File: src/core/sq_pkg.sv
// Package for the point-to-point step sequencer: register map, fields, timing.
// Assumes a 40 MHz hclk and a 32-bit AHB-Lite register bus.
package sq_pkg;
   localparam int          SQ_STEPS           = 16;
   localparam int          SQ_CLK_HZ          = 40_000_000;
   localparam int          SQ_TICK_MS         = 50;
   localparam int          SQ_TICK_CYCLES     = SQ_CLK_HZ / 1000 * SQ_TICK_MS;
   localparam logic [15:0] SQ_START_DELAY_TK  = 16'h0001;
   // Byte offsets
   localparam logic [11:0] SQ_OFS_FILT        = 12'h000;
   localparam logic [11:0] SQ_OFS_DWELL       = 12'h040;
   localparam logic [11:0] SQ_OFS_RSVD        = 12'h080;
   localparam logic [11:0] SQ_OFS_CFG         = 12'h084;
   localparam logic [11:0] SQ_OFS_STEPS       = 12'h088;
   localparam logic [11:0] SQ_OFS_CTRL        = 12'h08C;
   localparam logic [11:0] SQ_OFS_STATUS      = 12'h090;
   // Field positions
   localparam int          SQ_CFG_SEL_LSB     = 0;
   localparam int          SQ_CFG_MODE_LSB    = 4;
   localparam int          SQ_CFG_DET_LSB     = 8;
   localparam int          SQ_STEPS_STOP_LSB  = 8;
   localparam int          SQ_CTRL_SRST_BIT   = 0;
   // Reset values
   localparam logic [15:0] SQ_RST_FILT        = 16'h0000;
   localparam logic [15:0] SQ_RST_DWELL       = 16'h0000;
   localparam logic [15:0] SQ_RST_CFG         = 16'h0000;
   localparam logic [3:0]  SQ_RST_START_STEP  = 4'h0;
   localparam logic [3:0]  SQ_RST_STOP_STEP   = 4'hF;

   typedef enum logic [5:0] {
      SQ_IDLE      = 6'h01,
      SQ_DELAY     = 6'h02,
      SQ_MOVE      = 6'h04,
      SQ_DWELL     = 6'h08,
      SQ_WAIT_STEP = 6'h10,
      SQ_DONE      = 6'h20
   } sq_state_t;
endpackage

File: src/core/sq_filt_if.sv
// Interface between sequencer control and its reference smoothing filter.
// Assumes both ends run on the same hclk.
`timescale 1ns/10ps
interface sq_filt_if;
   logic signed [15:0] target;
   logic        [3:0]  shift;
   logic signed [15:0] smoothed;
   modport ctl (output target, output shift, input smoothed);
   modport flt (input target, input shift, output smoothed);
endinterface

File: src/core/sq_sequencer.sv
// Point-to-point step sequencer with AHB-Lite register slave.
// Assumes external inputs asynchronous; motion_ref_in and move_done on hclk.
// How it works
// - each step waits its own dwell count
// - each step applies its own smoothing time
// - selection 0/2 cyclic, 1/3 single run
// - selection 2/3 swaps start and search inputs
// - reference search always forward direction
// - mode 0: delay advance, start after servo-on
// - mode 1: input advance, start after servo-on
// - mode 2: delay advance, start input required
// - mode 3: input advance, start input required
// - modes 2/3: start release halts pulses
// - reset returns pointer to start step
// - step input detected by level or pulse
`timescale 1ns/10ps
module sq_sequencer import sq_pkg::*; #(
   parameter int unsigned TICK_CYCLES = SQ_TICK_CYCLES
) (
   input  wire logic        hclk,
   input  wire logic        hresetn,
   input  wire logic        hsel,
   input  wire logic [31:0] haddr,
   input  wire logic [1:0]  htrans,
   input  wire logic        hwrite,
   input  wire logic [2:0]  hsize,
   input  wire logic [31:0] hwdata,
   input  wire logic        hready,
   output logic             hreadyout,
   output logic             hresp,
   output logic [31:0]      hrdata,
   input  wire logic        servo_on,
   input  wire logic        positive_side_input,
   input  wire logic        negative_side_input,
   input  wire logic        step_change_input,
   input  wire logic        move_done,
   input  wire logic [15:0] motion_ref_in,
   output logic [15:0]      motion_ref_out,
   output logic             pulse_enable,
   output logic [3:0]       current_step,
   output logic             program_done,
   output logic             homing_start,
   output logic             homing_dir_fwd
);
   logic [15:0] filt_time [SQ_STEPS];
   logic [15:0] dwell_time [SQ_STEPS];
   logic [15:0] program_run_config;
   logic [3:0]  start_step;
   logic [3:0]  stop_step;
   logic        wr_pend;
   logic [11:0] wr_addr;
   logic        soft_rst;
   sq_state_t   st;
   sq_state_t   next_st;
   logic [3:0]  next_step;
   logic        fresh;
   logic [15:0] dwell_cnt;
   logic [15:0] delay_cnt;
   logic [3:0]  sync1;
   logic [3:0]  sync2;
   logic [3:0]  sync3;
   logic        tick;
   logic [1:0]  run_and_start_selection;
   logic [1:0]  step_advance_mode;
   logic        step_input_detect_mode;
   logic        servo_s;
   logic        start_s;
   logic        search_s;
   logic        search_q;
   logic        step_evt;
   logic        halt;
   logic        adv;
   logic        cyclic;

   sq_filt_if fif ();

   sq_tick #(.TICK_CYCLES(TICK_CYCLES)) u_tick (
      .hclk    (hclk),
      .hresetn (hresetn),
      .tick    (tick)
   );

   sq_filter u_filter (
      .hclk    (hclk),
      .hresetn (hresetn),
      .fi      (fif.flt)
   );

   function automatic logic [3:0] sat_shift(input logic [15:0] t);
      sat_shift = (t > 16'h000F) ? 4'hF : t[3:0];
   endfunction

   function automatic logic [31:0] rd_mux(input logic [11:0] a);
      rd_mux = 32'h0000_0000;
      if (a >= SQ_OFS_FILT && a < SQ_OFS_DWELL)
         rd_mux = {16'h0000, filt_time[a[5:2]]};
      else if (a >= SQ_OFS_DWELL && a < SQ_OFS_RSVD)
         rd_mux = {16'h0000, dwell_time[a[5:2]]};
      else if (a == SQ_OFS_CFG)
         rd_mux = {16'h0000, program_run_config};
      else if (a == SQ_OFS_STEPS)
         rd_mux = {20'h0_0000, stop_step, 4'h0, start_step};
      else if (a == SQ_OFS_STATUS)
         rd_mux = {14'h0000, program_done, pulse_enable, 2'h0, st, 4'h0, current_step};
   endfunction

   // Bus slave: zero wait states, always OKAY
   assign hreadyout = 1'b1;
   assign hresp     = 1'b0;
   assign soft_rst  = wr_pend && wr_addr == SQ_OFS_CTRL && hwdata[SQ_CTRL_SRST_BIT];

   always_ff @(posedge hclk or negedge hresetn) begin
      if (!hresetn) begin
         wr_pend <= 1'b0;
         wr_addr <= 12'h000;
         hrdata  <= 32'h0000_0000;
      end else if (hready) begin
         wr_pend <= hsel && htrans[1] && hwrite;
         wr_addr <= {haddr[11:2], 2'b00};
         if (hsel && htrans[1] && !hwrite)
            hrdata <= rd_mux({haddr[11:2], 2'b00});
      end
   end

   always_ff @(posedge hclk or negedge hresetn) begin
      if (!hresetn) begin
         for (int i = 0; i < SQ_STEPS; i++) begin
            filt_time[i]  <= SQ_RST_FILT;
            dwell_time[i] <= SQ_RST_DWELL;
         end
         program_run_config <= SQ_RST_CFG;
         start_step         <= SQ_RST_START_STEP;
         stop_step          <= SQ_RST_STOP_STEP;
      end else if (wr_pend) begin
         if (wr_addr >= SQ_OFS_FILT && wr_addr < SQ_OFS_DWELL)
            filt_time[wr_addr[5:2]] <= hwdata[15:0];
         else if (wr_addr >= SQ_OFS_DWELL && wr_addr < SQ_OFS_RSVD)
            dwell_time[wr_addr[5:2]] <= hwdata[15:0];
         else if (wr_addr == SQ_OFS_CFG)
            program_run_config <= hwdata[15:0];
         else if (wr_addr == SQ_OFS_STEPS) begin
            start_step <= hwdata[3:0];
            stop_step  <= hwdata[SQ_STEPS_STOP_LSB +: 4];
         end
      end
   end

   assign run_and_start_selection = program_run_config[SQ_CFG_SEL_LSB +: 2];
   assign step_advance_mode       = program_run_config[SQ_CFG_MODE_LSB +: 2];
   assign step_input_detect_mode  = program_run_config[SQ_CFG_DET_LSB];

   // Pins: two flops, third stage only for edge detection
   always_ff @(posedge hclk or negedge hresetn) begin
      if (!hresetn) begin
         sync1 <= 4'h0;
         sync2 <= 4'h0;
         sync3 <= 4'h0;
      end else begin
         sync1 <= {servo_on, positive_side_input, negative_side_input, step_change_input};
         sync2 <= sync1;
         sync3 <= sync2;
      end
   end

   assign servo_s  = sync2[3];
   assign start_s  = run_and_start_selection[1] ? sync2[1] : sync2[2];
   assign search_s = run_and_start_selection[1] ? sync2[2] : sync2[1];
   assign search_q = run_and_start_selection[1] ? sync3[2] : sync3[1];
   assign step_evt = step_input_detect_mode ? (sync2[0] && !sync3[0]) : sync2[0];
   assign cyclic   = !run_and_start_selection[0];
   // Modes 2/3 drop at once when start is released
   assign halt     = !servo_s || (step_advance_mode[1] && !start_s);

   // Homing search is requested on a rising edge, always forward
   always_ff @(posedge hclk or negedge hresetn) begin
      if (!hresetn) begin
         homing_start <= 1'b0;
      end else begin
         homing_start <= search_s && !search_q;
      end
   end
   assign homing_dir_fwd = 1'b1;

   always_comb begin
      next_st   = st;
      next_step = current_step;
      adv       = 1'b0;
      case (st)
         SQ_IDLE: begin
            if (servo_s && step_advance_mode[1] && start_s)
               next_st = SQ_MOVE;
            else if (servo_s && !step_advance_mode[1])
               next_st = SQ_DELAY;
            if (next_st != SQ_IDLE && fresh)
               next_step = start_step;
         end
         SQ_DELAY: begin
            if (tick && delay_cnt + 16'h0001 >= SQ_START_DELAY_TK)
               next_st = SQ_MOVE;
         end
         SQ_MOVE: begin
            if (move_done)
               next_st = SQ_DWELL;
         end
         SQ_DWELL: begin
            if (dwell_cnt == 16'h0000) begin
               if (step_advance_mode[0])
                  next_st = SQ_WAIT_STEP;
               else
                  adv = 1'b1;
            end
         end
         SQ_WAIT_STEP: begin
            adv = step_evt;
         end
         SQ_DONE: begin
         end
         default: begin
            next_st = SQ_IDLE;
         end
      endcase
      if (adv) begin
         if (current_step == stop_step) begin
            next_st   = cyclic ? SQ_MOVE : SQ_DONE;
            next_step = start_step;
         end else begin
            next_st   = SQ_MOVE;
            next_step = current_step + 4'h1;
         end
      end
      if (halt && st != SQ_DONE)
         next_st = SQ_IDLE;
      if (!servo_s)
         next_st = SQ_IDLE;
   end

   always_ff @(posedge hclk or negedge hresetn) begin
      if (!hresetn) begin
         st           <= SQ_IDLE;
         current_step <= SQ_RST_START_STEP;
         fresh        <= 1'b1;
      end else if (soft_rst) begin
         st           <= SQ_IDLE;
         current_step <= start_step;
         fresh        <= 1'b1;
      end else begin
         st           <= next_st;
         current_step <= next_step;
         if (st == SQ_IDLE && next_st != SQ_IDLE)
            fresh <= 1'b0;
         else if (!servo_s || next_st == SQ_DONE)
            fresh <= 1'b1;
      end
   end

   // Dwell loaded after the move, one unit per tick
   always_ff @(posedge hclk or negedge hresetn) begin
      if (!hresetn) begin
         dwell_cnt <= 16'h0000;
      end else if (st == SQ_MOVE && move_done) begin
         dwell_cnt <= dwell_time[current_step];
      end else if (st == SQ_DWELL && tick && dwell_cnt != 16'h0000) begin
         dwell_cnt <= dwell_cnt - 16'h0001;
      end
   end

   always_ff @(posedge hclk or negedge hresetn) begin
      if (!hresetn) begin
         delay_cnt <= 16'h0000;
      end else if (st != SQ_DELAY) begin
         delay_cnt <= 16'h0000;
      end else if (tick) begin
         delay_cnt <= delay_cnt + 16'h0001;
      end
   end

   always_ff @(posedge hclk or negedge hresetn) begin
      if (!hresetn) begin
         pulse_enable <= 1'b0;
         program_done <= 1'b0;
      end else begin
         pulse_enable <= next_st == SQ_MOVE && !soft_rst;
         program_done <= next_st == SQ_DONE && !soft_rst;
      end
   end

   assign fif.target    = pulse_enable ? motion_ref_in : 16'h0000;
   assign fif.shift     = sat_shift(filt_time[current_step]);
   assign motion_ref_out = fif.smoothed;

   halt_pulse_a: assert property (@(posedge hclk) disable iff (!hresetn)
      (step_advance_mode[1] && !start_s && st != SQ_DONE && !soft_rst) |=> !pulse_enable)
      else $error("pulses not halted on start release");
   dwell_hold_a: assert property (@(posedge hclk) disable iff (!hresetn)
      (st == SQ_DWELL && dwell_cnt != 16'h0000 && !halt && !soft_rst) |=> st == SQ_DWELL)
      else $error("dwell left early");
   dwell_load_a: assert property (@(posedge hclk) disable iff (!hresetn)
      (st == SQ_MOVE && move_done) |=> dwell_cnt == $past(dwell_time[current_step]))
      else $error("dwell not loaded from step");
   tick_count_a: assert property (@(posedge hclk) disable iff (!hresetn)
      (st == SQ_DWELL && !tick) |=> $stable(dwell_cnt))
      else $error("dwell changed without tick");
   cyclic_wrap_a: assert property (@(posedge hclk) disable iff (!hresetn)
      (adv && current_step == stop_step && cyclic && !halt && servo_s && !soft_rst)
      |=> (st == SQ_MOVE && current_step == $past(start_step)))
      else $error("cyclic wrap failed");
   single_stop_a: assert property (@(posedge hclk) disable iff (!hresetn)
      (adv && current_step == stop_step && !cyclic && !halt && servo_s && !soft_rst)
      |=> program_done)
      else $error("single run did not stop");
   step_incr_a: assert property (@(posedge hclk) disable iff (!hresetn)
      (adv && current_step != stop_step && !soft_rst) |=> current_step == $past(current_step) + 4'h1)
      else $error("step not incremented");
   home_fwd_a: assert property (@(posedge hclk) disable iff (!hresetn)
      homing_start |-> homing_dir_fwd)
      else $error("homing not forward");
   home_trig_a: assert property (@(posedge hclk) disable iff (!hresetn)
      (search_s && !search_q) |=> homing_start)
      else $error("search edge missed");
   wait_step_a: assert property (@(posedge hclk) disable iff (!hresetn)
      (st == SQ_WAIT_STEP && !step_evt && servo_s && !halt && !soft_rst) |=> st == SQ_WAIT_STEP)
      else $error("advanced without step input");
   soft_reset_a: assert property (@(posedge hclk) disable iff (!hresetn)
      soft_rst |=> (current_step == $past(start_step) && st == SQ_IDLE))
      else $error("reset did not return to start");
   filt_sel_a: assert property (@(posedge hclk) disable iff (!hresetn)
      (filt_time[current_step] == 16'h0000) |=> motion_ref_out == $past(fif.target))
      else $error("unfiltered step did not pass reference");

   run_cyclic_c: cover property (@(posedge hclk) disable iff (!hresetn)
      adv && current_step == stop_step && cyclic);
   run_single_c: cover property (@(posedge hclk) disable iff (!hresetn) $rose(program_done));
   step_input_c: cover property (@(posedge hclk) disable iff (!hresetn) st == SQ_WAIT_STEP && step_evt);
   start_halt_c: cover property (@(posedge hclk) disable iff (!hresetn)
      st == SQ_MOVE && step_advance_mode[1] && !start_s);
endmodule

File: src/core/sq_tick.sv
// Timebase divider: one-cycle tick every TICK_CYCLES clocks.
// Assumes a free-running hclk.
`timescale 1ns/10ps
module sq_tick #(
   parameter int unsigned TICK_CYCLES = 2
) (
   input  wire logic hclk,
   input  wire logic hresetn,
   output logic      tick
);
   logic [31:0] cnt;

   always_ff @(posedge hclk or negedge hresetn) begin
      if (!hresetn) begin
         cnt  <= 32'h0000_0000;
         tick <= 1'b0;
      end else if (cnt >= 32'(TICK_CYCLES - 1)) begin
         cnt  <= 32'h0000_0000;
         tick <= 1'b1;
      end else begin
         cnt  <= cnt + 32'h0000_0001;
         tick <= 1'b0;
      end
   end
endmodule

File: src/core/sq_filter.sv
// First-order smoothing of the motion reference, time constant 2**shift clocks.
// Assumes target from the same clock domain.
`timescale 1ns/10ps
module sq_filter (
   input  wire logic hclk,
   input  wire logic hresetn,
   sq_filt_if.flt    fi
);
   logic signed [16:0] diff;

   assign diff = 17'(fi.target) - 17'(fi.smoothed);

   // Truncating shift leaves a residual below 2**shift; kept for area
   always_ff @(posedge hclk or negedge hresetn) begin
      if (!hresetn) begin
         fi.smoothed <= 16'sh0000;
      end else begin
         fi.smoothed <= 16'(17'(fi.smoothed) + (diff >>> fi.shift));
      end
   end
endmodule

File: config.mk
export PLATFORM = sky130hd
export DESIGN_NAME = sq_sequencer
export DESIGN_NICKNAME = d
export VERILOG_FILES = /design/src/core/sq_pkg.sv /design/src/core/sq_filt_if.sv /design/src/core/sq_sequencer.sv /design/src/core/sq_tick.sv /design/src/core/sq_filter.sv
export SDC_FILE = /design/constraint.sdc
export NUM_CORES = 1
export LEC_CHECK = 0
export BUFFER_PORTS_ARGS = -buffer_cell sky130_fd_sc_hd__buf_2
export CAP_MARGIN = 15
export CORE_UTILIZATION = 40
export DETAILED_ROUTE_END_ITERATION = 10
export SETUP_SLACK_MARGIN = 0.05
export SLEW_MARGIN = 20
export SYNTH_ARGS = -nofsm -noshare
export SYNTH_HDL_FRONTEND = slang
export SYNTH_SLANG_ARGS = --single-unit
File: constraint.sdc
create_clock -name hclk -period 9.2 [get_ports hclk]
set_input_delay 0.46 -clock hclk [delete_from_list [all_inputs] [get_ports hclk]]
set_output_delay 0.46 -clock hclk [all_outputs]
set_load 0.02 [all_outputs]
* Word level (Yosys, flattened, before mapping)
Cells that the tools add are included.
** Storage, ports and cells
- Flip-flop bits (word level) :: 685
- Bits in latches :: 0
- Bits in writable memories :: 0
- Memory bits (read-only) :: 0
- Bits of input ports :: 95
- Output and inout bits :: 58
- Logic and storage cells :: 205
- Memories kept :: 0
** Cells by class
- Add/subtract/negate cells :: 6
- $mul :: 0
- Divide/modulo/power cells :: 0
- Order comparisons :: 15
- Eq/ne operators :: 19
- Shift-type cells :: 1
- Muxes and demuxes :: 58
- Bitwise operators :: 6
- Reductions and logical operators :: 48
** Operator list (number)
- 256-bit bitwise mux :: 2
- 16-bit binary-select mux with 4-bit select :: 4
- 16-bit two-way mux :: 14
- 6-bit two-way mux :: 13
- 18-bit two-way mux :: 4
- 16-bit demux with 4-bit select :: 1
- 32-bit two-way mux :: 2
- 10-bit by 6-bit == test with 1-bit output (second input constant) :: 6
- 32-bit by 1-bit adder with 32-bit output (second input constant) :: 1
- 32-bit by 21-bit >= comparator with 1-bit output (second input constant) :: 1
- 6-bit case mux with 5 select lines :: 1
- 1-bit logical AND :: 25
- 12-bit by 1-bit >= comparator with 1-bit output (second input constant) :: 2
- 12-bit by 7-bit >= comparator with 1-bit output (second input constant) :: 2
- 12-bit by 7-bit < comparator with 1-bit output (second input constant) :: 2
- 12-bit by 8-bit < comparator with 1-bit output (second input constant) :: 2
- 4-bit two-way mux :: 6
- 17-bit by 4-bit >>> shifter with 16-bit output :: 1
- 16-bit by 16-bit subtractor with 17-bit output :: 1
- 16-bit by 1-bit adder with 16-bit output (second input constant) :: 1
- 16-bit adder :: 1
- 16-bit by 1-bit >= comparator with 1-bit output (second input constant) :: 1
- 16-bit by 4-bit > comparator with 1-bit output (second input constant) :: 1
- 16-bit zero test :: 1
- 28 further kinds :: 58

* Depth between registers and ports, before layout
- Depth after elaboration :: 14
- Gate-level depth with buffers :: 28
- Depth with buffers taken out :: 27

* By module
Synthesis repeated with hierarchy kept, for this count alone.
** Second synthesis, totals
- Cells, all modules :: 2746
- Area total of the unflattened synthesis :: 36362.4 µm²
** By module, submodules not included
- sq_sequencer :: instances 1, cells each 2258, area each 32114.6 µm², sequential area each 15572.4 µm²
- sq_filter :: instances 1, cells each 359, area each 2847.7 µm², sequential area each 400.4 µm²
- sq_tick :: instances 1, cells each 129, area each 1400.1 µm², sequential area each 825.8 µm²

* Worst setup path before layout
No wires, ideal clock.
- Kind :: register to register
- Start point :: register pulse_enable
- End point :: register u_filter.fi.smoothed[14]
- Setup time :: 0.123 ns
- Arrival time :: 5.368 ns
- Required time :: 9.077 ns
- Slack :: 3.709 ns
- Stages on the path, launching flop included :: 28
- Cell sequence :: dfrtp_1 -> clkbuf_1 -> nand2_1 -> ha_1 -> inv_1 -> fa_1 -> a211oi_1 -> o21ai_0 -> o311ai_0 -> o211ai_1 -> nand4_1 -> a41o_1 -> clkbuf_1 -> o21ai_0 -> a22o_1 -> mux2_2 -> mux2_2 -> fa_1 -> nor2b_1 -> o21ai_0 -> a21boi_0 -> o21ai_0 -> a21boi_0 -> o21bai_1 -> a31oi_1 -> a21o_1 -> a21oi_1 -> xnor2_1
** On the way
- Longest elaborated chain between the ends :: 4
** RTL lines
- from (decl) :: RTL line sq_sequencer.sv:39 : output logic pulse_enable,
- from (signal assigned) :: RTL line sq_sequencer.sv:282 : pulse_enable <= next_st == SQ_MOVE && !soft_rst;
- 16-bit two-way mux :: RTL line sq_sequencer.sv:287 : assign fif.target = pulse_enable ? motion_ref_in : 16'h0000;
- 16-bit by 16-bit subtractor with 17-bit output :: RTL line sq_filter.sv:11 : assign diff = 17'(fi.target) - 17'(fi.smoothed);
- 17-bit by 4-bit >>> shifter with 16-bit output :: RTL line sq_filter.sv:18 : fi.smoothed <= 16'(17'(fi.smoothed) + (diff >>> fi.shift));
- 16-bit adder :: RTL line sq_filter.sv:18
- to (signal assigned) :: RTL line sq_filter.sv:18
- to (decl) :: RTL line sq_filt_if.sv:9 : modport flt (input target, input shift, output smoothed);
Every way passes these cells.
A chain may end at the register's enable or synchronous reset.

* Final worst setup path
- Start point :: register current_step[0]
- End point :: register u_filter.fi.smoothed[14]
** On the way
- Longest elaborated chain between the ends :: 8
** RTL lines
- from (decl) :: RTL line sq_sequencer.sv:40 : output logic [3:0] current_step,
- from (signal assigned) :: RTL line sq_sequencer.sv:244 : current_step <= start_step;
- from (signal assigned) :: RTL line sq_sequencer.sv:248 : current_step <= next_step;
- 4-bit NOT with 5-bit output (not written as such) (*) :: RTL line sq_sequencer.sv:288 : assign fif.shift = sat_shift(filt_time[current_step]);
- 16-bit binary-select mux with 4-bit select (*) :: RTL line sq_sequencer.sv:288
- 16-bit two-way mux (not written as such) (*) (2 in series) :: RTL line sq_sequencer.sv:288
- 16-bit by 4-bit > comparator with 1-bit output :: RTL line sq_sequencer.sv:90 : sat_shift = (t > 16'h000F) ? 4'hF : t[3:0];
- 4-bit two-way mux (*) :: RTL line sq_sequencer.sv:90
- 17-bit by 4-bit >>> shifter with 16-bit output (*) :: RTL line sq_filter.sv:18
- 16-bit adder (*) :: RTL line sq_filter.sv:18
Mark *: on every way between the ends. The rest lies on a longest branch, timed or not. The select of a mux whose other input is x is not followed.

==> impl_metrics.json <==
{
  "status": "finished, final reports clean",
  "cp_num_cells": 22,
  "top_usage_layer": "met2",
  "tns_ns": 0,
  "die_h_um": 299,
  "place_congestion": 0.889,
  "worstSetupPathType": "flip-flop to flip-flop",
  "cp_max_fo": 43,
  "grt_pass1_wl_um": 148000,
  "slew_violations": 0,
  "seq_area_frac_synth_pct": 47.5,
  "area_growth_pct": 11.6,
  "drt-pass1-iter-count": 6,
  "critPathTopFamily": "compound AO/OA/AOI/OAI gates",
  "numCtsBuffers": 74,
  "fin_skew_ns": 0.0246,
  "synth_top_area_share_pct": 47.1,
  "crit_buf_inv": 2,
  "power.density_mw_per_mm2": 214,
  "place_hpwl_um": 62200,
  "endpoint_kind": "flip-flop",
  "synth.avg_cell_area_um2": 13.6,
  "routed-via-count": 22865,
  "ys_warn_count": 0,
  "worstSetupStartpoint": "current_step[0]$_DFFE_PN0P_",
  "overflow": 0,
  "drt_iter0_markers": 1781,
  "drtAntennaViolNets": 0,
  "fin_util_pct": 45.3,
  "max_freq_mhz": 144,
  "max_slew.worst_pin.slew_ns": 1.18,
  "synth.most_common_cell": "dfrtp_1",
  "antenna_found_initial": 6,
  "netlist_instances": 2596,
  "arrival_ns": 7.41,
  "clock_path_buffers": 3,
  "netSwitchingFraction_pct": 30.0,
  "reg2reg_to": "u_filter.fi.smoothed[14]$_DFF_PN0_",
  "fin_crit_sh_pct": 75.2,
  "cp.required_ns": 9.69,
  "combPwrFrac_pct": 24.1,
  "p_clk_share_pct": 36.6,
  "final-seq-area_mm2": 0.0168,
  "ys_seq_elements": 671,
  "numPortBuffers": 93,
  "setup_viol": 0,
  "slowest_delay_ns": 0.80,
  "rsz0062_at_grt": "no",
  "synth_area_mm2": 0.0354,
  "power_frac_seq_pct": 39.3,
  "clock_sinks": 671,
  "numPlacedInstances": 3699,
  "worstSetupEndpoint": "u_filter.fi.smoothed[14]$_DFF_PN0_",
  "avgViaCountPerCell": 5.95,
  "io_pins": 153,
  "synth_edf_count": 0,
  "cts_tree": "built",
  "routed_wl_um": 95400,
  "async_reset_ff_share_pct": 100,
  "cts-root-buf": "clkbuf_16",
  "ir_drop_mv": 0.182,
  "grt_max_degree": 159,
  "gr-usage-met3_pct": 4.25,
  "hold_viol": 0,
  "die_w_um": 299,
  "final_area_mm2": 0.0395,
  "rrSetupSlack_ns": 2.28,
  "max_slew_margin_pct": 21.1,
  "multiInputGateArea_mm2": 0.0177,
  "drive_gt1_share_pct": 41.3,
  "core-area_mm2": 0.0872,
  "grt_util_met1_pct": 29.1,
  "p_switching_mw": 2.54,
  "start_util_pct": 40.6,
  "min_period_ns": 6.92,
  "fin_cells": 3841,
  "place_area_mm2": 0.0369,
  "rr_worst_depth": 22,
  "path_cells": "buf_4, mux4_2, a22oi_1, nand2_1, nor2_4, mux2_2, mux2_2, a22oi_1, o31a_1, ha_1, inv_1, fa_1, nor2b_1, o21ai_0, a21boi_0, o21ai_0, a21boi_0, o21bai_1, a31oi_1, a21o_1, a21oi_1, xnor2_1",
  "intPower_mw": 5.93,
  "antenna_cells": 0,
  "rows": 108,
  "crit_slowest_cell": "buf_4",
  "p_leak_nw": 16.1,
  "htreeDepth": 3,
  "start_kind": "flip-flop",
  "clkSlewWorstSetupHoldPaths_ns": 0.06,
  "synth_largest_area_cell": "dfrtp_1",
  "hp-class": "primary input to flip-flop",
  "synth_commonest_cells": "dfrtp_1, mux2_2, mux4_2",
  "wl_per_cell_um": 24.8,
  "grtUsageMet2_pct": 35.1,
  "nets": 2759,
  "max_cap_violations": 0,
  "drc_errors": 0,
  "ys_types": 76,
  "num-fill-cells": 7710,
  "grt_pass1_vias": 23904,
  "ys.flop_type": "dfrtp_1",
  "synthTopCellsByArea": "dfrtp_1, mux2_2, mux4_2",
  "grt_use_total_pct": 21.6,
  "fp.dieArea_mm2": 0.0896,
  "clk_latency_ns": 0.62,
  "rr_startpoint": "current_step[0]$_DFFE_PN0P_"
}
==> worst register-to-register path: cells and delay by family, from the launching register on <==
kind / cells / cell delay, ns
simple gates: 3 / 1.00
mux: 3 / 1.29
buf+inv: 2 / 0.88
fa+ha+maj: 2 / 0.59
compound gates: 11 / 2.19
xor+xnor: 1 / 0.13
flops: 1 / 0.73
==> metal layers <==
layer / vias to the layer above / wire (um)
li1: 9809 / -
met1: 12160 / 41000
met2: 709 / 45800
met3: 177 / 5950
met4: 10 / 2580
met5: - / 63
==> power by group through the flow <==
stage / registers, mW / clock network (mW) / logic, mW
global route: 3.35 / 3.29 / 2.23
global placement: 3.37 / 0 / 2.00
detailed placement: 3.38 / 0 / 2.04
finish: 3.33 / 3.10 / 2.04
CTS: 3.33 / 3.17 / 2.05
floorplan: 3.34 / 0 / 1.50
==> registers in the layout (all words and copies together), names as in the netlist, 6 cells and up <==
signal                cells
dwell_time              256
filt_time               256
u_tick.cnt               32
hrdata                   18
delay_cnt                16
dwell_cnt                16
program_run_config       16
u_filter.fi.smoothed     16
wr_addr                  10
st                        6
==> cell usage in the layout (no fill, tap or decap), types with 41 or more instances in the layout <==
cell,netlist,final
dfrtp_1,665,661
mux2_2,555,555
mux4_2,257,257
nor2_1,137,134
nand2_1,92,92
buf_2,11,90
clkbuf_16,0,76
a21oi_1,58,58
o21ai_0,43,43
inv_1,41,41
==> logic make-up (layout without fill, tap and decap cells) <==
family	Yosys count	in the layout	share of synthesized area, %
AO/OA/AOI/OAI	216	216	4.00
XOR/XNOR	71	71	1.76
flip-flops	671	671	47.5
other	2	28	0.0212
adder cells (fa/ha/maj)	39	39	1.42
buffers and inverters	254	318	3.01
multiplexers	850	850	35.1
AND/OR/NAND/NOR	493	493	7.17
==> layout make-up <==
class,instances,share of cell area [%]
multi-input cells,1697,44.7
inverters,41,0.390
clock buffers,100,5.35
well taps,1155,3.66
clock inverters,37,1.11
flip-flops and latches,671,42.6
repair buffers,140,2.21
==> per-stage QoR <==
step / hold WS [ns] / power [mW] / setup slack, ns
6_report: 0.109 / 8.47 / 2.28
3_5_place_dp: 0.336 / 5.42 / 2.20
3_3_place_gp: 0.341 / 5.37 / 2.19
5_1_grt: 0.0910 / 8.87 / 1.77
2_1_floorplan: 0.164 / 4.84 / 3.71
4_1_cts: 0.0692 / 8.55 / 2.15
==> worst min-delay path by stage <==
stage                             from  slack (ns)                           to  cells after the start
floorplan                      hresetn        0.16  current_step[0]$_DFFE_PN0P_                      0
global placement    sync1[2]$_DFF_PN0_        0.34           sync2[2]$_DFF_PN0_                      0
detailed placement  sync1[2]$_DFF_PN0_        0.34           sync2[2]$_DFF_PN0_                      0
CTS                           haddr[8]        0.07       wr_addr[8]$_DFFE_PN0P_                      2
global route                  haddr[8]        0.09       wr_addr[8]$_DFFE_PN0P_                      2
finish                        haddr[8]        0.11       wr_addr[8]$_DFFE_PN0P_                      2
==> what timing repair did <==
item                       4_1_cts  5_1_grt
setup endpoints to repair        0        0
hold endpoints to repair        92        0
gates resized for setup          0        0
setup buffers                    0        0
hold buffers                     5        0
Note: power is estimated with default switching activity, not from simulation.
